$ cat config.mk
export PLATFORM = sky130hd
export DESIGN_NAME = gtm_timer
export DESIGN_NICKNAME = d
export VERILOG_FILES = /design/src/gtm_pkg.sv /design/src/gtm_timer.sv
export VERILOG_INCLUDE_DIRS = /design/src
export SDC_FILE = /design/constraint.sdc
export NUM_CORES = 1
export LEC_CHECK = 0
export ABC_AREA = 1
export BUFFER_PORTS_ARGS = -buffer_cell sky130_fd_sc_hd__buf_4
export CELL_PAD_IN_SITES_DETAIL_PLACEMENT = 1
export CELL_PAD_IN_SITES_GLOBAL_PLACEMENT = 2
export CORE_ASPECT_RATIO = 1.5
export CORE_UTILIZATION = 37
export CTS_BUF_LIST = sky130_fd_sc_hd__clkbuf_8
export DETAILED_ROUTE_END_ITERATION = 6
export PLACE_DENSITY = 0.79
export SYNTH_ARGS = -nofsm -noshare
export SYNTH_HDL_FRONTEND = slang
export SYNTH_SLANG_ARGS = --single-unit
$ cat constraint.sdc
create_clock -name ref_clk_in -period 8.1 [get_ports ref_clk_in]
set_input_delay 0.81 -clock ref_clk_in [delete_from_list [all_inputs] [get_ports ref_clk_in]]
set_output_delay 0.81 -clock ref_clk_in [all_outputs]
set_load 0.02 [all_outputs]
$ cat src/gtm_regs.svh
/*
 * Register offsets, field positions, reset values and codes of the dual
 * 16-bit timer. Assumes a byte-addressed 8-bit register port with one
 * 32-bit word per register.
 */
`ifndef GTM_REGS_SVH
`define GTM_REGS_SVH

// ****************************************************************
// Register offsets
// ****************************************************************
`define GTM_OFS_CFG      8'h00
`define GTM_OFS_AMODE    8'h04
`define GTM_OFS_BMODE    8'h08
`define GTM_OFS_CTL      8'h0c
`define GTM_OFS_IMR      8'h18
`define GTM_OFS_RIS      8'h1c
`define GTM_OFS_MIS      8'h20
`define GTM_OFS_ICR      8'h24
`define GTM_OFS_AILR     8'h28
`define GTM_OFS_BILR     8'h2c
`define GTM_OFS_AMATCH   8'h30
`define GTM_OFS_BMATCH   8'h34
`define GTM_OFS_APR      8'h38
`define GTM_OFS_BPR      8'h3c
`define GTM_OFS_AVAL     8'h48
`define GTM_OFS_BVAL     8'h4c

// ****************************************************************
// Field positions
// ****************************************************************
`define GTM_HALF_STRIDE  8
`define GTM_MODE_TMR     0
`define GTM_MODE_CMR     2
`define GTM_MODE_AMS     3
`define GTM_CTL_EN       0
`define GTM_CTL_STALL    1
`define GTM_CTL_EVT      2
`define GTM_CTL_OTE      5
`define GTM_CTL_PWML     6
`define GTM_INT_TO       0
`define GTM_INT_MATCH    1
`define GTM_INT_CAP      2

// ****************************************************************
// Codes and reset values
// ****************************************************************
`define GTM_CFG_16BIT    3'h4
`define GTM_EVT_RISE     2'h0
`define GTM_EVT_FALL     2'h1
`define GTM_ILR_RST      16'hffff
`define GTM_CNT_RST      16'hffff
`define GTM_CNT_ZERO     16'h0000
`define GTM_CNT_STEP     16'h0001
`define GTM_PS_ZERO      8'h00
`define GTM_PS_STEP      8'h01

`endif

$ cat src/gtm_pkg.sv
/*
 * Types of the dual 16-bit timer: mode codes, per-half state and the
 * whole state of the block. Assumes gtm_regs.svh for numeric constants.
 */
package gtm_pkg;

    typedef enum logic [1:0] {
        GTM_MODE_OFF      = 2'b00,
        GTM_MODE_ONESHOT  = 2'b01,
        GTM_MODE_PERIODIC = 2'b10,
        GTM_MODE_CAPTURE  = 2'b11
    } gtm_mode_type;

    typedef struct packed {
        logic         en;
        logic         stall;
        logic [1:0]   evt;
        logic         ote;
        logic         pwml;
        gtm_mode_type mode;
        logic         cmr;
        logic         ams;
        logic [15:0]  ilr;
        logic [7:0]   pr;
        logic [15:0]  match;
        logic [15:0]  cnt;
        logic [7:0]   ps;
        logic [15:0]  cap;
        logic         sync1;
        logic         sync2;
        logic         prev;
        logic         pwm;
        logic         pin;
        logic         trig;
    } gtm_half_type;

    typedef struct packed {
        logic [2:0]             cfg;
        logic [15:0]            ris;
        logic [15:0]            imr;
        logic [31:0]            rdata;
        gtm_half_type [1:0]     half;
    } gtm_state_type;

endpackage

$ cat src/gtm_timer.sv
/*
 * Dual 16-bit general timer: one-shot, periodic, edge count, edge time
 * and PWM for two identical halves, with a plain register port.
 * Assumes the register master keeps strobes one cycle long and the
 * capture/compare pins are driven by the outside world.
 */
// Design decisions made here: the placing of the registers and the strobed register port.
// Summary of operation
// RULE1: Configuration value 0x4 enables independent 16-bit operation of both halves.
// RULE2: One-shot/periodic halves count down 16 bits with optional 8-bit prescaler.
// RULE3: Enabled counter counts down; after zero reloads interval and prescale.
// RULE4: One-shot clears enable after timeout; periodic keeps counting.
// RULE5: Zero sets raw timeout flag until software clears it.
// RULE6: Unmasked timeout shows in masked status and raises interrupt.
// RULE7: Output trigger enable gives one-cycle pulse at zero.
// RULE8: Interval-load write while running loads counter next cycle.
// RULE9: Stall bit freezes counter while set.
// RULE10: Capture-mode bit zero selects edge count; event field picks edges.
// RULE11: Each selected edge decrements count until it equals match.
// RULE12: Match sets flags, reloads, clears enable, ignores further edges.
// RULE13: Edge time free-runs from interval load, no prescaler.
// RULE14: Capture-mode bit one selects edge time; event field picks edges.
// RULE15: Selected edge copies count to value register and sets capture flag.
// RULE16: Edge time keeps running after capture, reloads at zero.
// RULE17: Captured value holds until next selected edge.
// RULE18: PWM uses alternate bit 1, capture bit 0, mode 2.
// RULE19: PWM counts down and reloads with no flags or interrupts.
// RULE20: PWM output rises at interval start value, falls at match.
// RULE21: Output-level bit inverts PWM waveform.
// RULE22: Mode field 1 selects one-shot, 2 periodic.
// RULE23: Mode field 3 selects capture; capture bit picks count or time.
// RULE24: Pin input is synchronised and edges found on the synchronised level.
`timescale 1ns/1ps
`include "gtm_regs.svh"

module gtm_timer (
    input  wire logic        ref_clk_in,
    input  wire logic        rst_in,
    input  wire logic [7:0]  addr_in,
    input  wire logic [31:0] wdata_in,
    input  wire logic        wr_in,
    input  wire logic        rd_in,
    output logic      [31:0] rdata_out,
    input  wire logic [1:0]  ccp_in,
    output logic      [1:0]  ccp_out,
    output logic      [1:0]  ccp_oe_out,
    output logic      [1:0]  trig_out,
    output logic             irq_out
);
    import gtm_pkg::*;

    gtm_state_type st_ff;
    gtm_state_type nxt_st;

    // ****************************************************************
    // Next state
    // ****************************************************************
    always_comb begin
        logic [15:0] ev;
        logic [15:0] clr;
        logic [15:0] dec;
        logic        rise;
        logic        fall;
        logic        edge_hit;
        logic        run;
        logic        on16;
        int          b;
        ev       = '0;
        clr      = '0;
        dec      = '0;
        rise     = 1'b0;
        fall     = 1'b0;
        edge_hit = 1'b0;
        run      = 1'b0;
        b        = 0;
        on16     = (st_ff.cfg == `GTM_CFG_16BIT); // RULE1
        nxt_st       = st_ff;
        nxt_st.rdata = '0;

        for (int n = 0; n < 2; n++) begin
            b = n * `GTM_HALF_STRIDE;
            nxt_st.half[n].sync1 = ccp_in[n]; // RULE24
            nxt_st.half[n].sync2 = st_ff.half[n].sync1;
            nxt_st.half[n].prev  = st_ff.half[n].sync2;
            nxt_st.half[n].trig  = 1'b0; // RULE7
            rise = st_ff.half[n].sync2 & ~st_ff.half[n].prev; // RULE24
            fall = ~st_ff.half[n].sync2 & st_ff.half[n].prev;
            if (st_ff.half[n].evt == `GTM_EVT_RISE) begin // RULE10 RULE14
                edge_hit = rise;
            end else if (st_ff.half[n].evt == `GTM_EVT_FALL) begin
                edge_hit = fall;
            end else begin
                edge_hit = rise | fall;
            end
            run = st_ff.half[n].en & on16 & ~st_ff.half[n].stall; // RULE9
            dec = st_ff.half[n].cnt - `GTM_CNT_STEP;

            if (run) begin
                if (st_ff.half[n].mode == GTM_MODE_CAPTURE && !st_ff.half[n].cmr
                    && !st_ff.half[n].ams) begin
                    if (edge_hit) begin // RULE11
                        if (dec == st_ff.half[n].match) begin // RULE12
                            ev[b + `GTM_INT_MATCH] = 1'b1;
                            nxt_st.half[n].cnt     = st_ff.half[n].ilr;
                            nxt_st.half[n].en      = 1'b0;
                        end else begin
                            nxt_st.half[n].cnt = dec;
                        end
                    end
                end else if (st_ff.half[n].mode == GTM_MODE_CAPTURE
                             && !st_ff.half[n].ams) begin
                    if (st_ff.half[n].cnt == `GTM_CNT_ZERO) begin // RULE16
                        nxt_st.half[n].cnt = st_ff.half[n].ilr;
                    end else begin
                        nxt_st.half[n].cnt = dec; // RULE13
                    end
                    if (edge_hit) begin // RULE15 RULE17
                        nxt_st.half[n].cap   = st_ff.half[n].cnt;
                        ev[b + `GTM_INT_CAP] = 1'b1;
                    end
                end else if (st_ff.half[n].mode == GTM_MODE_ONESHOT
                             || st_ff.half[n].mode == GTM_MODE_PERIODIC) begin
                    if (st_ff.half[n].ps != `GTM_PS_ZERO) begin // RULE2
                        nxt_st.half[n].ps = st_ff.half[n].ps - `GTM_PS_STEP;
                    end else begin
                        nxt_st.half[n].ps = st_ff.half[n].pr;
                        if (st_ff.half[n].cnt == `GTM_CNT_ZERO) begin // RULE3
                            nxt_st.half[n].cnt = st_ff.half[n].ilr;
                            if (!st_ff.half[n].ams) begin // RULE19
                                ev[b + `GTM_INT_TO]  = 1'b1; // RULE5
                                nxt_st.half[n].trig  = st_ff.half[n].ote; // RULE7
                                if (st_ff.half[n].mode == GTM_MODE_ONESHOT) begin
                                    nxt_st.half[n].en = 1'b0; // RULE4
                                end
                            end
                        end else begin
                            nxt_st.half[n].cnt = dec;
                        end
                    end
                end
            end

            // PWM needs alternate bit, capture bit clear and periodic mode.
            if (st_ff.half[n].ams && !st_ff.half[n].cmr
                && st_ff.half[n].mode == GTM_MODE_PERIODIC && run) begin // RULE18
                if (st_ff.half[n].cnt == st_ff.half[n].ilr) begin // RULE20
                    nxt_st.half[n].pwm = 1'b1;
                end else if (st_ff.half[n].cnt == st_ff.half[n].match) begin
                    nxt_st.half[n].pwm = 1'b0;
                end
            end else if (!st_ff.half[n].ams) begin
                nxt_st.half[n].pwm = 1'b0;
            end
        end

        // Software writes override the counting above.
        if (wr_in) begin
            unique case (addr_in)
                `GTM_OFS_CFG:    nxt_st.cfg = wdata_in[2:0];
                `GTM_OFS_AMODE, `GTM_OFS_BMODE: begin // RULE22 RULE23
                    b = (addr_in == `GTM_OFS_AMODE) ? 0 : 1;
                    nxt_st.half[b].mode = gtm_mode_type'(wdata_in[`GTM_MODE_TMR +: 2]);
                    nxt_st.half[b].cmr  = wdata_in[`GTM_MODE_CMR];
                    nxt_st.half[b].ams  = wdata_in[`GTM_MODE_AMS];
                end
                `GTM_OFS_CTL: begin
                    for (int n = 0; n < 2; n++) begin
                        b = n * `GTM_HALF_STRIDE;
                        nxt_st.half[n].en    = wdata_in[b + `GTM_CTL_EN];
                        nxt_st.half[n].stall = wdata_in[b + `GTM_CTL_STALL];
                        nxt_st.half[n].evt   = wdata_in[b + `GTM_CTL_EVT +: 2];
                        nxt_st.half[n].ote   = wdata_in[b + `GTM_CTL_OTE];
                        nxt_st.half[n].pwml  = wdata_in[b + `GTM_CTL_PWML];
                    end
                end
                `GTM_OFS_IMR:    nxt_st.imr = wdata_in[15:0];
                `GTM_OFS_ICR:    clr = wdata_in[15:0]; // RULE5
                `GTM_OFS_AILR, `GTM_OFS_BILR: begin // RULE8
                    b = (addr_in == `GTM_OFS_AILR) ? 0 : 1;
                    nxt_st.half[b].ilr = wdata_in[15:0];
                    nxt_st.half[b].cnt = wdata_in[15:0];
                    nxt_st.half[b].ps  = st_ff.half[b].pr;
                end
                `GTM_OFS_AMATCH: nxt_st.half[0].match = wdata_in[15:0];
                `GTM_OFS_BMATCH: nxt_st.half[1].match = wdata_in[15:0];
                `GTM_OFS_APR:    nxt_st.half[0].pr = wdata_in[7:0];
                `GTM_OFS_BPR:    nxt_st.half[1].pr = wdata_in[7:0];
                default: ;
            endcase
        end

        // A flag set in the same cycle as its clear stays set.
        nxt_st.ris = (st_ff.ris & ~clr) | ev; // RULE5

        for (int n = 0; n < 2; n++) begin
            nxt_st.half[n].pin = nxt_st.half[n].pwm ^ nxt_st.half[n].pwml; // RULE21
        end

        if (rd_in) begin
            unique case (addr_in)
                `GTM_OFS_CFG:    nxt_st.rdata = {29'h0, st_ff.cfg};
                `GTM_OFS_AMODE:  nxt_st.rdata = {28'h0, st_ff.half[0].ams,
                                     st_ff.half[0].cmr, st_ff.half[0].mode};
                `GTM_OFS_BMODE:  nxt_st.rdata = {28'h0, st_ff.half[1].ams,
                                     st_ff.half[1].cmr, st_ff.half[1].mode};
                `GTM_OFS_CTL: begin
                    for (int n = 0; n < 2; n++) begin
                        b = n * `GTM_HALF_STRIDE;
                        nxt_st.rdata[b + `GTM_CTL_EN]       = st_ff.half[n].en;
                        nxt_st.rdata[b + `GTM_CTL_STALL]    = st_ff.half[n].stall;
                        nxt_st.rdata[b + `GTM_CTL_EVT +: 2] = st_ff.half[n].evt;
                        nxt_st.rdata[b + `GTM_CTL_OTE]      = st_ff.half[n].ote;
                        nxt_st.rdata[b + `GTM_CTL_PWML]     = st_ff.half[n].pwml;
                    end
                end
                `GTM_OFS_IMR:    nxt_st.rdata = {16'h0, st_ff.imr};
                `GTM_OFS_RIS:    nxt_st.rdata = {16'h0, st_ff.ris};
                `GTM_OFS_MIS:    nxt_st.rdata = {16'h0, st_ff.ris & st_ff.imr}; // RULE6
                `GTM_OFS_AILR:   nxt_st.rdata = {16'h0, st_ff.half[0].ilr};
                `GTM_OFS_BILR:   nxt_st.rdata = {16'h0, st_ff.half[1].ilr};
                `GTM_OFS_AMATCH: nxt_st.rdata = {16'h0, st_ff.half[0].match};
                `GTM_OFS_BMATCH: nxt_st.rdata = {16'h0, st_ff.half[1].match};
                `GTM_OFS_APR:    nxt_st.rdata = {24'h0, st_ff.half[0].pr};
                `GTM_OFS_BPR:    nxt_st.rdata = {24'h0, st_ff.half[1].pr};
                `GTM_OFS_AVAL, `GTM_OFS_BVAL: begin // RULE17
                    b = (addr_in == `GTM_OFS_AVAL) ? 0 : 1;
                    if (st_ff.half[b].mode == GTM_MODE_CAPTURE && st_ff.half[b].cmr) begin
                        nxt_st.rdata = {16'h0, st_ff.half[b].cap};
                    end else begin
                        nxt_st.rdata = {16'h0, st_ff.half[b].cnt};
                    end
                end
                default:         nxt_st.rdata = '0;
            endcase
        end
    end

    // ****************************************************************
    // State register
    // ****************************************************************
    always_ff @(posedge ref_clk_in or posedge rst_in) begin
        if (rst_in) begin
            st_ff <= '0;
            for (int n = 0; n < 2; n++) begin
                st_ff.half[n].ilr <= `GTM_ILR_RST; // RULE13
                st_ff.half[n].cnt <= `GTM_CNT_RST;
                st_ff.half[n].cap <= `GTM_CNT_RST;
            end
        end else begin
            st_ff <= nxt_st;
        end
    end

    // ****************************************************************
    // Outputs
    // ****************************************************************
    always_comb begin
        rdata_out = st_ff.rdata;
        irq_out   = |(st_ff.ris & st_ff.imr); // RULE6
        for (int n = 0; n < 2; n++) begin
            ccp_out[n]    = st_ff.half[n].pin;
            ccp_oe_out[n] = st_ff.half[n].ams & (st_ff.cfg == `GTM_CFG_16BIT);
            trig_out[n]   = st_ff.half[n].trig;
        end
    end

endmodule // gtm_timer

==> flow_summary.yaml, run 1 <==
status:
  status: "complete, no violations"
timing:
  rsz0062_at_grt: "false"
  period_minus_slack_ns: 3.48
  finalMaxSlewViolations: 0
  setup_tns_ns: 0
  skew_ns: 0.0218
  worst_slew_pin_slew_ns: 1.16
  period_share_pct: 43.0
  relSlewSlack_pct: 22.5
  hold_viol_final: 0
  setup_viol: 0
  fmax_mhz: 287
yosys:
  synthMuxAreaShare_pct: 0
  seq_area_frac_synth_pct: 37.6
  synthXorXnorAreaFrac_pct: 2.81
  syn_area_um2: 16500
  synth.avg_cell_area_um2: 7.06
  ys_types: 62
  synth_top_cell_by_area: "dfrtp_1"
  yosys_warnings: 0
  synth_fa_ha_area_share_pct: 1.06
  ys_ff_latch: 243
  synth_edf_count: 0
  synthFlopType: "dfrtp_1"
  synth_compound_area_share_pct: 18.6
  syn-instance-count: 2335
  synthTopCellsByCount: "nand2_1 (600), inv_1 (252), o21ai_0 (251)"
  synth_area_leaders: "dfrtp_1 (22%), dfstp_2 (15%), nand2_1 (14%)"
  yosys.area_share.simple_pct: 28.8
  synth_top_family_by_area: "simple AND/OR/NAND/NOR gates"
  synth_top_area_share_pct: 22.3
  synth_most_common_cell: "nand2_1"
  async_flop_share_pct: 100
clock_network:
  clkSlewWorstSetupHoldPaths_ns: 0.07
  h-tree-depth: 2
  cts_setup_buffers: 0
  cts_tree: "built"
  worstSkewPairLatency_ns: 0.61
  cts_hold_buf: 0
  numCtsBuffers: 42
  clockBufferDepth: 3
  cts_root_buf: "clkbuf_8"
  post_cts_resized: 0
  numClockSinks: 243
setup_path:
  worstSetupStartpointType: "flop"
  crit_path_max_fanout: 24
  crit_required_ns: 8.54
  worstPathArrival_ns: 3.92
  reg2regPathDepth: 10
  critPathKind: "flop to flop"
  r2r-start: "st_ff[257]"
  end_kind: "flop"
  worstReg2RegEnd: "st_ff[191]"
  rrSetupSlack_ns: 4.62
drt:
  routedWlPerCell_um: 24.8
  drt-pass1-iter-count: 5
  postRouteWirelength_um: 72600
  via_per_inst: 5.69
  route.detailed.drc: 0
  ant_nets: 0
  vias: 16700
  first_iter_violations: 1171
die:
  die_y_um: 261
  die_x_um: 174
  fp.dieArea_um2: 45400
  pin_count: 85
  std_cell_rows: 94
  start_util_pct: 37.6
  core_um2: 43900
global_routing:
  antenna_found_initial: 2
  overflow: 0
  grt_pass1_vias: 17300
  grt_pass1_wl_um: 110000
  grt_start_max_net_pins: 170
  grt_usage_pct: 32.4
worst_hold_path:
  worstHoldPathType: "primary input to asynchronous set/reset pin"
placement:
  dp.cells: 2853
  port_buffers: 52
  hpwl_um: 54000
  gp_congestion: 0.935
final_layout:
  finalNetCount: 2381
  area_growth_pct: 9.84
  drive_above_1_share_pct: 14.3
  instances_no_fill: 2932
  fillerInstances: 5611
pwr:
  power.leakage_nw: 8.54
  irDropWorstVdd_uv: 95.0
  p_per_area_nw_per_um2: 182
run:
  max_cap_viol_count: 0
==> metal layers <==
| layer | GRT usage [%] | wire, um |
|---|---|---|
| met1 | 40.2 | 30600 |
| met2 | 56.7 | 36100 |
| met3 | 2.52 | 2550 |
| met5 | 0 | 0 |
| met4 | 15.3 | 3370 |
==> worst max path at each step <==
stage | depth (start not counted) | endpoint | start
floorplan | 1 | asynchronous set/reset pin | rst_in
global placement | 12 | rdata_out[0] | addr_in[1]
detailed placement | 12 | rdata_out[2] | addr_in[1]
CTS | 14 | st_ff[131] | st_ff[126]
global route | 16 | st_ff[131] | st_ff[126]
finish | 10 | st_ff[191] | st_ff[257]
==> layout by cell type, fill, tap and decap left out, types with 6 or more instances in the layout <==
cell | netlist | layout
a211oi_1 | 6 | 6
a21oi_1 | 105 | 105
a21oi_2 | 10 | 10
a221oi_1 | 20 | 20
a22oi_1 | 15 | 15
a31oi_1 | 22 | 22
buf_4 | 42 | 80
clkbuf_8 | 0 | 58
clkinv_2 | 0 | 8
conb_1 | 1 | 16
dfrtp_1 | 147 | 147
dfstp_2 | 96 | 96
ha_1 | 14 | 14
inv_1 | 252 | 257
inv_2 | 11 | 11
nand2_1 | 600 | 600
nand2_2 | 13 | 13
nand3_1 | 120 | 120
nand3_2 | 8 | 8
nand3b_1 | 10 | 10
nand4_1 | 48 | 48
nor2_1 | 186 | 186
nor2_2 | 14 | 14
nor2_4 | 13 | 13
nor3_1 | 37 | 37
nor4_1 | 8 | 8
o2111ai_1 | 6 | 6
o211ai_1 | 27 | 27
o21ai_0 | 251 | 250
o21ai_1 | 5 | 6
o22ai_1 | 39 | 39
xnor2_1 | 11 | 11
xor2_1 | 40 | 40
==> cell families after synthesis <==
logic type | Yosys count
simple gates | 1073
flops | 243
other cells | 1
buf+inv | 423
compound gates | 529
xor+xnor | 52
fa+ha+maj | 14
==> area by class of cell <==
| cell class | instances | area, um^2 | area share [%] |
|---|---|---|---|
| Multi-Input combinational cell | 1684 | 8530 | 47.1 |
| Inverter | 269 | 1020 | 5.64 |
| Timing Repair Buffer | 81 | 621 | 3.43 |
| Tap cell | 576 | 721 | 3.98 |
| Clock buffer | 58 | 798 | 4.41 |
| Sequential cell | 243 | 6200 | 34.2 |
| Antenna cell | 1 | 2.50 | 0.0138 |
| Clock inverter | 20 | 220 | 1.22 |
==> power breakdown <==
part           internal, mW  switching, mW  total (mW)
sequential             1.28         0.0800        1.36
clock                 0.799          0.579        1.38
combinational         0.167          0.385       0.552
==> per-stage QoR <==
stage | instance area (um^2) | hold WS, ns | utilization, % | worst slack (ns) | total power [mW]
2_1_floorplan | 16600 | 0.405 | - | 0.776 | 1.74
3_3_place_gp | 17100 | 0.332 | 39.0 | 4.22 | 1.91
3_5_place_dp | 17100 | 0.347 | 39.0 | 4.20 | 1.93
4_1_cts | 18100 | 0.281 | 41.3 | 4.64 | 3.32
5_1_grt | 18100 | 0.316 | 41.3 | 4.38 | 3.43
6_report | 18100 | 0.287 | 41.3 | 4.62 | 3.29
==> worst max-delay path, stage by stage, from the launching register on <==
cell and delay (ns):
dfrtp_1 0.42, nor3_2 0.45, nand3_1 0.13, buf_4 0.24, inv_2 0.06, buf_4 0.30, nand3_1 0.32, inv_1 0.44
nand4_1 0.44, o21ai_0 0.34, o22ai_1 0.14
(Power assumes the default switching activity.)
==> run 2: changes to the inputs <==
--- a/config.mk
+++ b/config.mk
@@ -11,10 +11,10 @@
 export CELL_PAD_IN_SITES_DETAIL_PLACEMENT = 1
 export CELL_PAD_IN_SITES_GLOBAL_PLACEMENT = 2
 export CORE_ASPECT_RATIO = 1.5
-export CORE_UTILIZATION = 37
+export CORE_UTILIZATION = 33
 export CTS_BUF_LIST = sky130_fd_sc_hd__clkbuf_8
 export DETAILED_ROUTE_END_ITERATION = 6
-export PLACE_DENSITY = 0.79
+export PLACE_DENSITY = 0.74
 export SYNTH_ARGS = -nofsm -noshare
 export SYNTH_HDL_FRONTEND = slang
 export SYNTH_SLANG_ARGS = --single-unit
==> constraint.sdc (replaced) <==
create_clock -name ref_clk_in -period 3 [get_ports ref_clk_in]
set_input_delay 0.3 -clock ref_clk_in [delete_from_list [all_inputs] [get_ports ref_clk_in]]
set_output_delay 0.3 -clock ref_clk_in [all_outputs]
set_load 0.02 [all_outputs]
==> flow_summary.yaml, run 2 (synthesis gave the netlist of run 1 again) <==
clock_network:
  clkSlewWorstSetupHoldPaths_ns: 0.06
  clockBufferDepth: 3
  numCtsBuffers: 45
  cts_setup_buffers: 0
  cts_tree: "built"
  numClockSinks: 243
  h-tree-depth: 2
  worstSkewPairLatency_ns: 0.59
  cts_root_buf: "clkbuf_8"
timing:
  worst_slew_pin_slew_ns: 0.846
  period_minus_slack_ns: 2.83
  hold_viol_final: 0
  finalMaxSlewViolations: 0
  setup_viol: 0
  setup_tns_ns: 0
  rsz0062_at_grt: "false"
  skew_ns: 0.0383
  fmax_mhz: 354
  period_share_pct: 94.2
  relSlewSlack_pct: 43.6
placement:
  port_buffers: 52
  gp_congestion: 0.971
  dp.cells: 3007
  hpwl_um: 58000
pwr:
  power.leakage_nw: 8.95
  irDropWorstVdd_uv: 342
  p_per_area_nw_per_um2: 476
drt:
  ant_nets: 0
  wl_met2_um: 37200
  postRouteWirelength_um: 74700
  via_per_inst: 5.43
  wl_met3_um: 2490
  vias: 16800
  drt-pass1-iter-count: 7
  top_layer: "met4"
  first_iter_violations: 944
  drt-met1-wl_um: 30600
  route.detailed.drc: 0
  routedWlPerCell_um: 24.1
final_layout:
  instances_no_fill: 3094
  finalNetCount: 2456
  final_common_cell: "nand2_1"
  drive_above_1_share_pct: 16.5
  final_cell_mix: "nand2_1 (600), inv_1 (265), o21ai_0 (251), nor2_1 (186), dfrtp_1 (147)"
  area_growth_pct: 14.4
setup_path:
  critPathKind: "flop to flop"
  crit_start: "st_ff[126]"
  reg2regPathDepth: 15
  r2r-start: "st_ff[126]"
  rrSetupSlack_ns: 0.17
  crit_path_max_fanout: 6
  worstSetupStartpointType: "flop"
  crit_required_ns: 3.45
  end_kind: "flop"
  worstReg2RegEnd: "st_ff[191]"
  worstPathArrival_ns: 3.27
  worstSetupEndpoint: "st_ff[191]"
global_routing:
  overflow: 0
  grt_pass1_vias: 17600
  grt_pass1_wl_um: 112000
  grt_usage_pct: 30.0
  antenna_found_initial: 1
  grt_start_max_net_pins: 72
die:
  die_x_um: 185
  start_util_pct: 33.3
  pin_count: 85
  core_um2: 49500
  std_cell_rows: 100
  fp.dieArea_um2: 50900
  die_y_um: 276
worst_hold_path:
  worstHoldPathType: "primary input to flop"
run:
  max_cap_viol_count: 0
status:
  status: "complete, no violations"
## run 2: cell type report
cell class	instances	area (um^2)
diodes	1	2.50
clock buffers	55	757
clock inverters	26	268
fillers	6278	30700
inverters	269	1020
multi-input cells	1684	8540
flip-flops and latches	243	6200
well taps	663	830
repair buffers	153	1250
## run 2: per-layer routing
metal	track usage, %	vias up
li1	-	7813
met1	35.9	8398
met2	52.4	420
met3	2.74	167
met4	16.9	0
met5	0	-
## run 2: how the worst min path moves through the flow
stage / startpoint / end / slack [ns] / depth (start not counted)
6_report: wdata_in[12] / st_ff[138] / 0.03 / 3
5_1_grt: wdata_in[5] / st_ff[131] / 0.04 / 3
4_1_cts: wdata_in[5] / st_ff[91] / 0.0004 / 3
3_5_place_dp: st_ff[5] / st_ff[4] / 0.34 / 0
3_3_place_gp: st_ff[101] / st_ff[100] / 0.33 / 0
2_1_floorplan: ccp_in[1] / st_ff[101] / 0.40 / 1
## run 2: power breakdown
part | internal, mW | leakage [nW] | switching, mW | total [mW]
logic | 0.492 | 5.54 | 1.07 | 1.56
registers | 3.47 | 2.84 | 0.213 | 3.68
clock network | 2.17 | 0.571 | 1.56 | 3.74
total | 6.13 | 8.95 | 2.84 | 8.97
## run 2: repair_timing
action / 4_1_cts / 5_1_grt
hold buffers: 5 / 0
endpoints found under the hold margin: 10 / 0
endpoints found under the setup margin: 0 / 1
resized for setup: 0 / 2
## run 2: critical path, stage by stage (launching register included)
cell and delay [ns]:
dfstp_2 0.60, inv_2 0.05, ha_1 0.28, nand3_4 0.18, nor2_2 0.10, nand2_1 0.11, nand2_1 0.06, nand2_1 0.09
inv_1 0.04, nor2_1 0.08, nand2_1 0.05, nor2_1 0.29, nand2_1 0.25, nor4_1 0.24, buf_4 0.18, o22ai_1 0.07
## run 2: per-stage QoR
step	util [%]	setup slack, ns	instance area [um^2]	hold slack [ns]	power (mW)
finish	38.1	0.174	18900	0.0306	8.97
floorplan	-	-0.411	16600	0.398	4.69
global route	38.1	0.0157	18900	0.0409	9.37
CTS	38.1	0.152	18900	0.000406	9.06
detailed placement	35.9	0.187	17800	0.342	5.28
global placement	35.9	0.240	17800	0.334	5.23
